<file path="src/hw/tocc_pkg.sv">
package tocc_pkg;
    // Register byte addresses
    localparam logic [7:0] TOCC_ADDR_STATUS_CONTROL = 8'h00;
    localparam logic [7:0] TOCC_ADDR_MODE = 8'h04;
    localparam logic [7:0] TOCC_ADDR_IRQ_STATUS = 8'h08;
    localparam logic [7:0] TOCC_ADDR_IRQ_ENABLE = 8'h0c;
    localparam logic [7:0] TOCC_ADDR_IRQ_CLEAR = 8'h10;
    localparam logic [7:0] TOCC_ADDR_PRESCALE_STATE = 8'h14;
    // Status and control field positions
    localparam int TOCC_BIT_OVF = 7;
    localparam int TOCC_BIT_OVF_IE = 6;
    localparam int TOCC_BIT_CENTER = 5;
    localparam int TOCC_BIT_CLOCK_SOURCE_SELECT_HI = 4;
    localparam int TOCC_BIT_CLOCK_SOURCE_SELECT_LO = 3;
    localparam int TOCC_BIT_PS_HI = 2;
    localparam int TOCC_BIT_PS_LO = 0;
    // Mode register field positions
    localparam int TOCC_BIT_FEATURE_EN = 0;
    localparam int TOCC_BIT_WP_DISABLE = 2;
    // Reset values
    localparam logic [7:0] TOCC_RESET_STATUS_CONTROL = 8'h00;
    localparam logic [7:0] TOCC_RESET_MODE = 8'h04;
    localparam logic [1:0] TOCC_RESET_IRQ = 2'h0;
    // Interrupt event bits
    localparam int TOCC_IRQ_OVERFLOW = 0;
    localparam int TOCC_IRQ_LOST_CLEAR = 1;
    // AXI responses
    localparam logic [1:0] TOCC_RESP_OKAY = 2'h0;
    localparam logic [1:0] TOCC_RESP_SLVERR = 2'h2;
    // Clock source encodings
    typedef enum logic [1:0] {
        TOCC_CLK_NONE = 2'b00,
        TOCC_CLK_SYSTEM = 2'b01,
        TOCC_CLK_FIXED = 2'b10,
        TOCC_CLK_UNDEF = 2'b11
    } tocc_clk_src_t;
endpackage : tocc_pkg

</file>
<file path="src/hw/tocc_prescaler.sv">
`timescale 1ns/1ps
`default_nettype none
module tocc_prescaler
    import tocc_pkg::*;
(
    // Clock and reset
    input wire logic clk,
    input wire logic rst,
    // Control
    input wire logic src_tick,
    input wire logic [2:0] factor,
    // Output
    output logic count_enable,
    output logic [6:0] count_state
);
    logic [6:0] cnt;
    logic [6:0] mask;
    wire logic terminal;

    // Mask follows the live field, so a new factor applies on the next cycle
    assign mask = 7'((8'h01 << factor) - 8'h01); // RULE12 RULE13
    assign terminal = ((cnt & mask) == mask);
    assign count_state = cnt;

    always_ff @(posedge clk or posedge rst) begin
        if (rst) begin
            cnt <= 7'h00;
            count_enable <= 1'b0;
        end else begin
            count_enable <= src_tick && terminal; // RULE12
            if (src_tick) begin
                cnt <= terminal ? 7'h00 : cnt + 7'h01;
            end
        end
    end
endmodule : tocc_prescaler
`default_nettype wire

</file>
<file path="src/hw/tocc_timer_ctrl.sv">
// Contract
// RULE1: Overflow event sets the overflow flag
// RULE2: Clear needs read while set, then write 0
// RULE3: Writing 1 to flag changes nothing
// RULE4: Overflow between read and write voids clear
// RULE5: Interrupt while flag set and enable set
// RULE6: Center select picks up-down counting
// RULE7: Protected fields writable only with disable bit
// RULE8: Source 00 stops the counter
// RULE9: Second instance: 01 halves unless feature set
// RULE10: First instance: 01 is full system clock
// RULE11: Source 10 picks fixed frequency clock
// RULE12: Prescaler divides by two to field
// RULE13: New prescale acts next cycle
// RULE14: Control write restarts counter read latch
// RULE15: Source 11 behaves like no clock
//
// The register addresses and register access over AXI4-Lite were chosen for this implementation.
`timescale 1ns/1ps
`default_nettype none
module tocc_timer_ctrl
    import tocc_pkg::*;
#(
    parameter bit SECOND_INSTANCE = 1'b1
)(
    // Clock and reset
    input wire logic SYS_CLK,
    input wire logic RESET,
    // AXI4-Lite write address
    input wire logic [7:0] S_AXI_AWADDR,
    input wire logic S_AXI_AWVALID,
    output logic S_AXI_AWREADY,
    // AXI4-Lite write data
    input wire logic [31:0] S_AXI_WDATA,
    input wire logic [3:0] S_AXI_WSTRB,
    input wire logic S_AXI_WVALID,
    output logic S_AXI_WREADY,
    // AXI4-Lite write response
    output logic [1:0] S_AXI_BRESP,
    output logic S_AXI_BVALID,
    input wire logic S_AXI_BREADY,
    // AXI4-Lite read address
    input wire logic [7:0] S_AXI_ARADDR,
    input wire logic S_AXI_ARVALID,
    output logic S_AXI_ARREADY,
    // AXI4-Lite read data
    output logic [31:0] S_AXI_RDATA,
    output logic [1:0] S_AXI_RRESP,
    output logic S_AXI_RVALID,
    input wire logic S_AXI_RREADY,
    // Counter side, same clock domain
    input wire logic OVERFLOW_EVENT,
    input wire logic FIXED_CLK_TICK,
    output logic COUNT_ENABLE,
    output logic COUNT_UP_DOWN,
    output logic READ_LATCH_RESTART,
    // Interrupt
    output logic IRQ
);

    ////////////////////////////////////////////////////////////////////////
    // Register state

    logic overflow_flag;
    logic overflow_irq_enable;
    logic center_aligned_select;
    logic [1:0] clock_source_select;
    logic [2:0] prescale_factor;
    logic [7:0] mode_reg;
    logic clear_armed;
    logic clear_spoiled;
    logic [1:0] irq_status;
    logic [1:0] irq_enable;
    logic half_toggle;
    logic [6:0] prescale_state;

    ////////////////////////////////////////////////////////////////////////
    // Write channel: address and data may arrive in either order

    logic aw_held;
    logic [7:0] aw_addr;
    logic w_held;
    logic [31:0] w_data;
    logic [3:0] w_strb;

    wire logic aw_take = S_AXI_AWVALID && S_AXI_AWREADY;
    wire logic w_take = S_AXI_WVALID && S_AXI_WREADY;
    wire logic have_aw = aw_held || aw_take;
    wire logic have_w = w_held || w_take;
    wire logic wr_fire = have_aw && have_w && !S_AXI_BVALID;
    wire logic [7:0] wr_addr = aw_held ? aw_addr : S_AXI_AWADDR;
    wire logic [31:0] wr_data = w_held ? w_data : S_AXI_WDATA;
    wire logic [3:0] wr_strb = w_held ? w_strb : S_AXI_WSTRB;
    wire logic wr_lane0 = wr_fire && wr_strb[0];

    assign S_AXI_AWREADY = !aw_held && !S_AXI_BVALID;
    assign S_AXI_WREADY = !w_held && !S_AXI_BVALID;

    wire logic wr_sc = wr_lane0 && (wr_addr == TOCC_ADDR_STATUS_CONTROL);
    wire logic wr_mode = wr_lane0 && (wr_addr == TOCC_ADDR_MODE);
    wire logic wr_ien = wr_lane0 && (wr_addr == TOCC_ADDR_IRQ_ENABLE);
    wire logic wr_iclr = wr_lane0 && (wr_addr == TOCC_ADDR_IRQ_CLEAR);
    wire logic wr_mapped = (wr_addr == TOCC_ADDR_STATUS_CONTROL) || (wr_addr == TOCC_ADDR_MODE)
        || (wr_addr == TOCC_ADDR_IRQ_STATUS) || (wr_addr == TOCC_ADDR_IRQ_ENABLE)
        || (wr_addr == TOCC_ADDR_IRQ_CLEAR) || (wr_addr == TOCC_ADDR_PRESCALE_STATE);

    always_ff @(posedge SYS_CLK or posedge RESET) begin
        if (RESET) begin
            aw_held <= 1'b0;
            aw_addr <= 8'h00;
        end else if (wr_fire) begin
            aw_held <= 1'b0;
        end else if (aw_take) begin
            aw_held <= 1'b1;
            aw_addr <= S_AXI_AWADDR;
        end
    end

    // Data may come first; it waits here until its address arrives
    always_ff @(posedge SYS_CLK or posedge RESET) begin
        if (RESET) begin
            w_held <= 1'b0;
            w_data <= 32'h0000_0000;
            w_strb <= 4'h0;
        end else if (wr_fire) begin
            w_held <= 1'b0;
        end else if (w_take) begin
            w_held <= 1'b1;
            w_data <= S_AXI_WDATA;
            w_strb <= S_AXI_WSTRB;
        end
    end

    always_ff @(posedge SYS_CLK or posedge RESET) begin
        if (RESET) begin
            S_AXI_BVALID <= 1'b0;
        end else if (wr_fire) begin
            S_AXI_BVALID <= 1'b1;
        end else if (S_AXI_BREADY) begin
            S_AXI_BVALID <= 1'b0;
        end
    end

    // Unmapped offsets still complete, so a stray write cannot hang the bus
    always_ff @(posedge SYS_CLK or posedge RESET) begin
        if (RESET) begin
            S_AXI_BRESP <= TOCC_RESP_OKAY;
        end else if (wr_fire) begin
            S_AXI_BRESP <= wr_mapped ? TOCC_RESP_OKAY : TOCC_RESP_SLVERR;
        end
    end

    ////////////////////////////////////////////////////////////////////////
    // Read channel

    wire logic rd_fire = S_AXI_ARVALID && S_AXI_ARREADY;
    wire logic rd_sc = rd_fire && (S_AXI_ARADDR == TOCC_ADDR_STATUS_CONTROL);
    assign S_AXI_ARREADY = !S_AXI_RVALID;

    wire logic [7:0] sc_value = {overflow_flag, overflow_irq_enable, center_aligned_select,
        clock_source_select, prescale_factor};
    logic [31:0] rd_mux;
    logic rd_ok;

    always_comb begin
        rd_ok = 1'b1;
        unique case (S_AXI_ARADDR)
            TOCC_ADDR_STATUS_CONTROL: rd_mux = {24'h000000, sc_value};
            TOCC_ADDR_MODE: rd_mux = {24'h000000, mode_reg};
            TOCC_ADDR_IRQ_STATUS: rd_mux = {30'h00000000, irq_status};
            TOCC_ADDR_IRQ_ENABLE: rd_mux = {30'h00000000, irq_enable};
            TOCC_ADDR_PRESCALE_STATE: rd_mux = {25'h0000000, prescale_state};
            TOCC_ADDR_IRQ_CLEAR: rd_mux = 32'h0000_0000;
            default: begin
                rd_mux = 32'h0000_0000;
                rd_ok = 1'b0;
            end
        endcase
    end

    always_ff @(posedge SYS_CLK or posedge RESET) begin
        if (RESET) begin
            S_AXI_RVALID <= 1'b0;
        end else if (rd_fire) begin
            S_AXI_RVALID <= 1'b1;
        end else if (S_AXI_RREADY) begin
            S_AXI_RVALID <= 1'b0;
        end
    end

    // Data is captured with the address, so a later register change cannot tear it
    always_ff @(posedge SYS_CLK or posedge RESET) begin
        if (RESET) begin
            S_AXI_RDATA <= 32'h0000_0000;
            S_AXI_RRESP <= TOCC_RESP_OKAY;
        end else if (rd_fire) begin
            S_AXI_RDATA <= rd_mux;
            S_AXI_RRESP <= rd_ok ? TOCC_RESP_OKAY : TOCC_RESP_SLVERR;
        end
    end

    ////////////////////////////////////////////////////////////////////////
    // Overflow flag and its clearing sequence

    wire logic wp_disable = mode_reg[TOCC_BIT_WP_DISABLE];
    wire logic feature_en = mode_reg[TOCC_BIT_FEATURE_EN];
    wire logic clear_req = wr_sc && !wr_data[TOCC_BIT_OVF]; // RULE3
    wire logic arm_read = rd_sc && overflow_flag;
    // An overflow after the arming read, or in the write cycle itself, spoils the clear
    wire logic clear_late = clear_spoiled || OVERFLOW_EVENT;
    wire logic clear_ok = clear_req && clear_armed && !clear_late; // RULE2 RULE4
    wire logic clear_void = clear_req && clear_armed && clear_late; // RULE4

    always_ff @(posedge SYS_CLK or posedge RESET) begin
        if (RESET) begin
            overflow_flag <= TOCC_RESET_STATUS_CONTROL[TOCC_BIT_OVF];
        end else if (OVERFLOW_EVENT) begin
            overflow_flag <= 1'b1; // RULE1
        end else if (clear_ok) begin
            overflow_flag <= 1'b0; // RULE2
        end
    end

    // Any control write ends the sequence, so a stale read cannot clear a later flag
    always_ff @(posedge SYS_CLK or posedge RESET) begin
        if (RESET) begin
            clear_armed <= 1'b0;
        end else if (wr_sc) begin
            clear_armed <= 1'b0; // RULE2
        end else if (arm_read) begin
            clear_armed <= 1'b1; // RULE2
        end
    end

    // Remembers an overflow that lands after the arming read
    always_ff @(posedge SYS_CLK or posedge RESET) begin
        if (RESET) begin
            clear_spoiled <= 1'b0;
        end else if (wr_sc) begin
            clear_spoiled <= 1'b0;
        end else if (arm_read) begin
            clear_spoiled <= OVERFLOW_EVENT; // RULE4
        end else if (OVERFLOW_EVENT) begin
            clear_spoiled <= 1'b1; // RULE4
        end
    end

    ////////////////////////////////////////////////////////////////////////
    // Control fields

    always_ff @(posedge SYS_CLK or posedge RESET) begin
        if (RESET) begin
            overflow_irq_enable <= TOCC_RESET_STATUS_CONTROL[TOCC_BIT_OVF_IE];
        end else if (wr_sc) begin
            overflow_irq_enable <= wr_data[TOCC_BIT_OVF_IE]; // RULE5
        end
    end

    // Protected fields ignore writes unless the mode disable bit is set, the open interrupt enable beside them does not
    always_ff @(posedge SYS_CLK or posedge RESET) begin
        if (RESET) begin
            center_aligned_select <= TOCC_RESET_STATUS_CONTROL[TOCC_BIT_CENTER];
            clock_source_select <= TOCC_RESET_STATUS_CONTROL[TOCC_BIT_CLOCK_SOURCE_SELECT_HI:TOCC_BIT_CLOCK_SOURCE_SELECT_LO];
            prescale_factor <= TOCC_RESET_STATUS_CONTROL[TOCC_BIT_PS_HI:TOCC_BIT_PS_LO];
        end else if (wr_sc && wp_disable) begin
            center_aligned_select <= wr_data[TOCC_BIT_CENTER]; // RULE7
            clock_source_select <= wr_data[TOCC_BIT_CLOCK_SOURCE_SELECT_HI:TOCC_BIT_CLOCK_SOURCE_SELECT_LO]; // RULE7
            prescale_factor <= wr_data[TOCC_BIT_PS_HI:TOCC_BIT_PS_LO]; // RULE7
        end
    end

    // The mode register itself is never protected
    always_ff @(posedge SYS_CLK or posedge RESET) begin
        if (RESET) begin
            mode_reg <= TOCC_RESET_MODE;
        end else if (wr_mode) begin
            mode_reg <= wr_data[7:0];
        end
    end

    assign COUNT_UP_DOWN = center_aligned_select; // RULE6
    assign READ_LATCH_RESTART = wr_sc; // RULE14

    ////////////////////////////////////////////////////////////////////////
    // Clock source selection

    logic src_tick;
    wire logic sys_tick = (SECOND_INSTANCE && !feature_en) ? half_toggle : 1'b1; // RULE9 RULE10

    always_comb begin
        unique case (tocc_clk_src_t'(clock_source_select))
            TOCC_CLK_NONE: src_tick = 1'b0; // RULE8
            TOCC_CLK_SYSTEM: src_tick = sys_tick; // RULE9 RULE10
            TOCC_CLK_FIXED: src_tick = FIXED_CLK_TICK; // RULE11
            TOCC_CLK_UNDEF: src_tick = 1'b0; // RULE15
        endcase
    end

    // Free running, so the halved clock keeps its phase across source changes
    always_ff @(posedge SYS_CLK or posedge RESET) begin
        if (RESET) begin
            half_toggle <= 1'b0;
        end else begin
            half_toggle <= !half_toggle;
        end
    end

    // Registered enable adds one cycle of latency but keeps the counter glitch free
    tocc_prescaler u_prescaler (
        .clk(SYS_CLK),
        .rst(RESET),
        .src_tick(src_tick),
        .factor(prescale_factor),
        .count_enable(COUNT_ENABLE),
        .count_state(prescale_state)
    );

    ////////////////////////////////////////////////////////////////////////
    // Interrupt status, enable and clear

    wire logic [1:0] irq_events = {clear_void, OVERFLOW_EVENT};
    wire logic [1:0] irq_clear = wr_iclr ? wr_data[1:0] : 2'b00;

    // One sticky bit per event; a set wins over a clear in the same cycle
    for (genvar b = 0; b < 2; b++) begin : g_irq_bit
        always_ff @(posedge SYS_CLK or posedge RESET) begin
            if (RESET) begin
                irq_status[b] <= TOCC_RESET_IRQ[b];
            end else if (irq_events[b]) begin
                irq_status[b] <= 1'b1;
            end else if (irq_clear[b]) begin
                irq_status[b] <= 1'b0;
            end
        end
    end

    always_ff @(posedge SYS_CLK or posedge RESET) begin
        if (RESET) begin
            irq_enable <= TOCC_RESET_IRQ;
        end else if (wr_ien) begin
            irq_enable <= wr_data[1:0];
        end
    end

    // Overflow request follows the flag level itself
    assign IRQ = (overflow_irq_enable && overflow_flag) || |(irq_status & irq_enable); // RULE5

endmodule : tocc_timer_ctrl
`default_nettype wire

</file>
<file path="config.mk">
export PLATFORM = sky130hd
export DESIGN_NAME = tocc_timer_ctrl
export DESIGN_NICKNAME = d
export VERILOG_FILES = /design/src/hw/tocc_pkg.sv /design/src/hw/tocc_prescaler.sv /design/src/hw/tocc_timer_ctrl.sv
export SDC_FILE = /design/constraint.sdc
export NUM_CORES = 1
export LEC_CHECK = 0
export CORE_UTILIZATION = 55
export DETAILED_ROUTE_END_ITERATION = 16
export DONT_BUFFER_PORTS = 1
export PLACE_DENSITY = 0.7
export SYNTH_ARGS = -nofsm -noshare
export SYNTH_HDL_FRONTEND = slang
export SYNTH_SLANG_ARGS = --single-unit
export TNS_END_PERCENT = 30
</file>
<file path="constraint.sdc">
create_clock -name SYS_CLK -period 4 [get_ports SYS_CLK]
set_input_delay 0.4 -clock SYS_CLK [delete_from_list [all_inputs] [get_ports SYS_CLK]]
set_output_delay 0.4 -clock SYS_CLK [all_outputs]
set_load 0.005 [all_outputs]
</file>
==> flow_summary_export.csv <==
group,metric,value,unit
power,vdd_drop_max,0.433,mV
place,gp_congestion,0.845,
route,detail-route-antenna-nets,0,
route,avgViaCountPerCell,5.49,
finish,instances_no_fill,381,
cts,cts_resized,0,
setup_path,crit_path_start_kind,"flop",
cts,cts_setup_buffers,0,
grt,grt_pass1_wl,9960,um
die,core_area,5610,um^2
yosys,synth_largest_type_area_fraction,0.466,
yosys,syn_inst,300,
route,drtIter0Drc,100,
finish,drive_gt1_frac,0.197,
die,start_util,0.584,
finish,multi_input_area,1530,um^2
die,core.rowCount,27,
finish,fillCellCount,461,
place,port_buffers,0,
sta,finalMaxSlewViolations,0,
yosys,yosys_warnings,0,
sta,slew_headroom,0.546,
yosys,synthFlopType,"dfrtp_1",
die,die_area,6260,um^2
finish,finalNetCount,366,
worst_hold_path,worst_hold_path_type,"in -> async",
grt,grt_max_degree,34,
setup_path,critPathSlowestCell,"or4_1",
setup_path,required,3.60,ns
yosys,seq_area_frac_synth,0.474,
cts,cts_inserted_buffers,9,
cts,cts_root_buf,"clkbuf_8",
sta,fmax,389,MHz
setup_path,arrival,2.17,ns
yosys,synth_cell_type_count,48,
grt,antenna_found_initial,0,
power,power.leakage,1.63,nW
cts,cts.sinks,62,
grt,grt_pass1_vias,2039,
yosys,ys_ff_latch,62,
power,power_density,535,nW/um^2
setup_path,slowest_delay,0.60,ns
sta,rsz0062_at_grt,"false",
setup_path,crit_fanout,15,
finish,antenna-diode-count,0,
route,vias,2090,
route,wl_per_cell,15.6,um
sta,skew,0.00669,ns
route,post-route-drc-count,0,
cts,cts_tree,"built",
setup_path,crit_path_cell_trace,"or4_1, o22ai_2, nor4b_4",
sta,hold_viol_final,0,
die,die_h,79.1,um
setup_path,end_kind,"output pin",
cts,clkLatencyLatePin,0.34,ns
yosys,yosys.area.top_type,"dfrtp_1",
finish,fin_util,0.615,
yosys,synth.most_common_cell,"dfrtp_1",
cts,htreeDepth,3,
sta,min_period,2.57,ns
sta,fin_crit_sh,0.642,
cts,clkTransAtPathRegs,0.07,ns
yosys,synthesis.area,3270,um^2
grt,grt-ovfl-total,0,
place,place_ws,1.45,ns
run,maxCapViolations,0,
die,die_w,79.1,um
cts,cts_max_path_buffers,2,
route,wl,5940,um
die,ios,106,
yosys,synth-edff-count,0,
setup_path,critPathKind,"reg -> out",
finish,regArea,1550,um^2
yosys,synth_area_per_cell,10.9,um^2
sta,final-setup-viol-count,0,
yosys,synth_commonest_cells,"dfrtp_1, buf_4, mux2_2, nor2_1, nand2_1",
setup_path,ff2ff_path_depth,5,
place,dp_cells,365,
finish,area_delta_synth_final,5.43,%
cts,holdBufCountCts,0,
sta,tightest_slew,0.680,ns
route,drt_pass1_iterations,4,
status,status,"finished, final reports clean",
place,hpwl,4430,um
sta,timing.final.ws_setup,1.43,ns
sta,fin_tns_setup,0,ns
sta,timing.hold.ws,0.0416,ns
grt,track_usage,0.214,
yosys,postSynth.asyncResetShare,1.00,
yosys,synthTopCellsByArea,"dfrtp_1, mux2_2, buf_4",
-- per-layer routing --
layer / vias up / global-route usage / share of wire
met3: 10 / 0.0678 / 0.060
met2: 64 / 0.334 / 0.48
met4: 0 / 0.0927 / 0.015
met1: 1002 / 0.273 / 0.45
li1: 1014 / - / -
met5: - / 0 / 0
-- power by group --
part	internal (W)	total, W	switching [W]	leakage [nW]
logic	0.000200	0.000372	0.000171	0.750
clock network	0.000366	0.000603	0.000237	0.110
registers	0.000757	0.000871	0.000114	0.767
-- cell families after synthesis --
kind of cell,Yosys count,synth area share
xor gates and xnor gates,4,0.0107
buffers and inverters,47,0.0860
DFF,62,0.474
adders and majority gates,1,0.00382
other,1,0.00115
muxes,52,0.194
and+or+nand+nor,81,0.129
AOI/OAI and AO/OA,52,0.101
-- final cells by class --
cell class,instances,area share
clock buffer,12,0.0421
clock inverter,4,0.0203
multi-input combinational,216,0.444
tap,72,0.0261
timing repair buffer,1,0.00218
sequential,62,0.450
inverter,14,0.0152
-- critical path: cells and delay by family (launching register included) --
| family | cells | cell delay [ns] |
|---|---|---|
| and+or+nand+nor | 2 | 1.13 |
| AOI/OAI and AO/OA | 1 | 0.18 |
| DFF | 1 | 0.53 |
-- per-stage QoR --
stage | total power [W] | area (um^2)
after CTS | 0.00186 | 3450
after global routing | 0.00195 | 3450
after floorplan | 0.00119 | 3370
after global placement | 0.00124 | 3240
after detailed placement | 0.00126 | 3240
final | 0.00185 | 3450
-- final timing paths --
path | startpoint | to | slack [ns]
worst max-delay path | aw_held | READ_LATCH_RESTART | 1.43
worst min-delay path | RESET | COUNT_UP_DOWN | 0.04
worst max register to register | aw_held | mode_reg[1] | 1.46
worst min register to register | half_toggle | half_toggle | 0.43
max in group asynchronous | RESET | mode_reg[2] | 3.09
min in group SYS_CLK | S_AXI_BREADY | S_AXI_BVALID | 0.16
-- placed cells by master, fill, tap and decap left out, types with 3 or more instances in the layout --
master | synthesis | routed
conb_1 | 1 | 26
xor2_1 | 4 | 4
mux2_1 | 3 | 3
nor2_1 | 25 | 25
nand3b_1 | 3 | 3
mux2_4 | 13 | 13
a21oi_1 | 15 | 15
o21ai_0 | 10 | 10
nand2_1 | 20 | 20
mux2_2 | 26 | 26
inv_1 | 14 | 13
or3_1 | 3 | 3
a22o_1 | 3 | 3
o21ai_1 | 4 | 4
mux2i_1 | 9 | 9
nand2b_1 | 7 | 7
clkbuf_8 | 0 | 10
nor3_1 | 7 | 7
nand3_1 | 3 | 3
o21a_1 | 3 | 3
dfrtp_1 | 61 | 61
(Power assumes the default switching activity.)
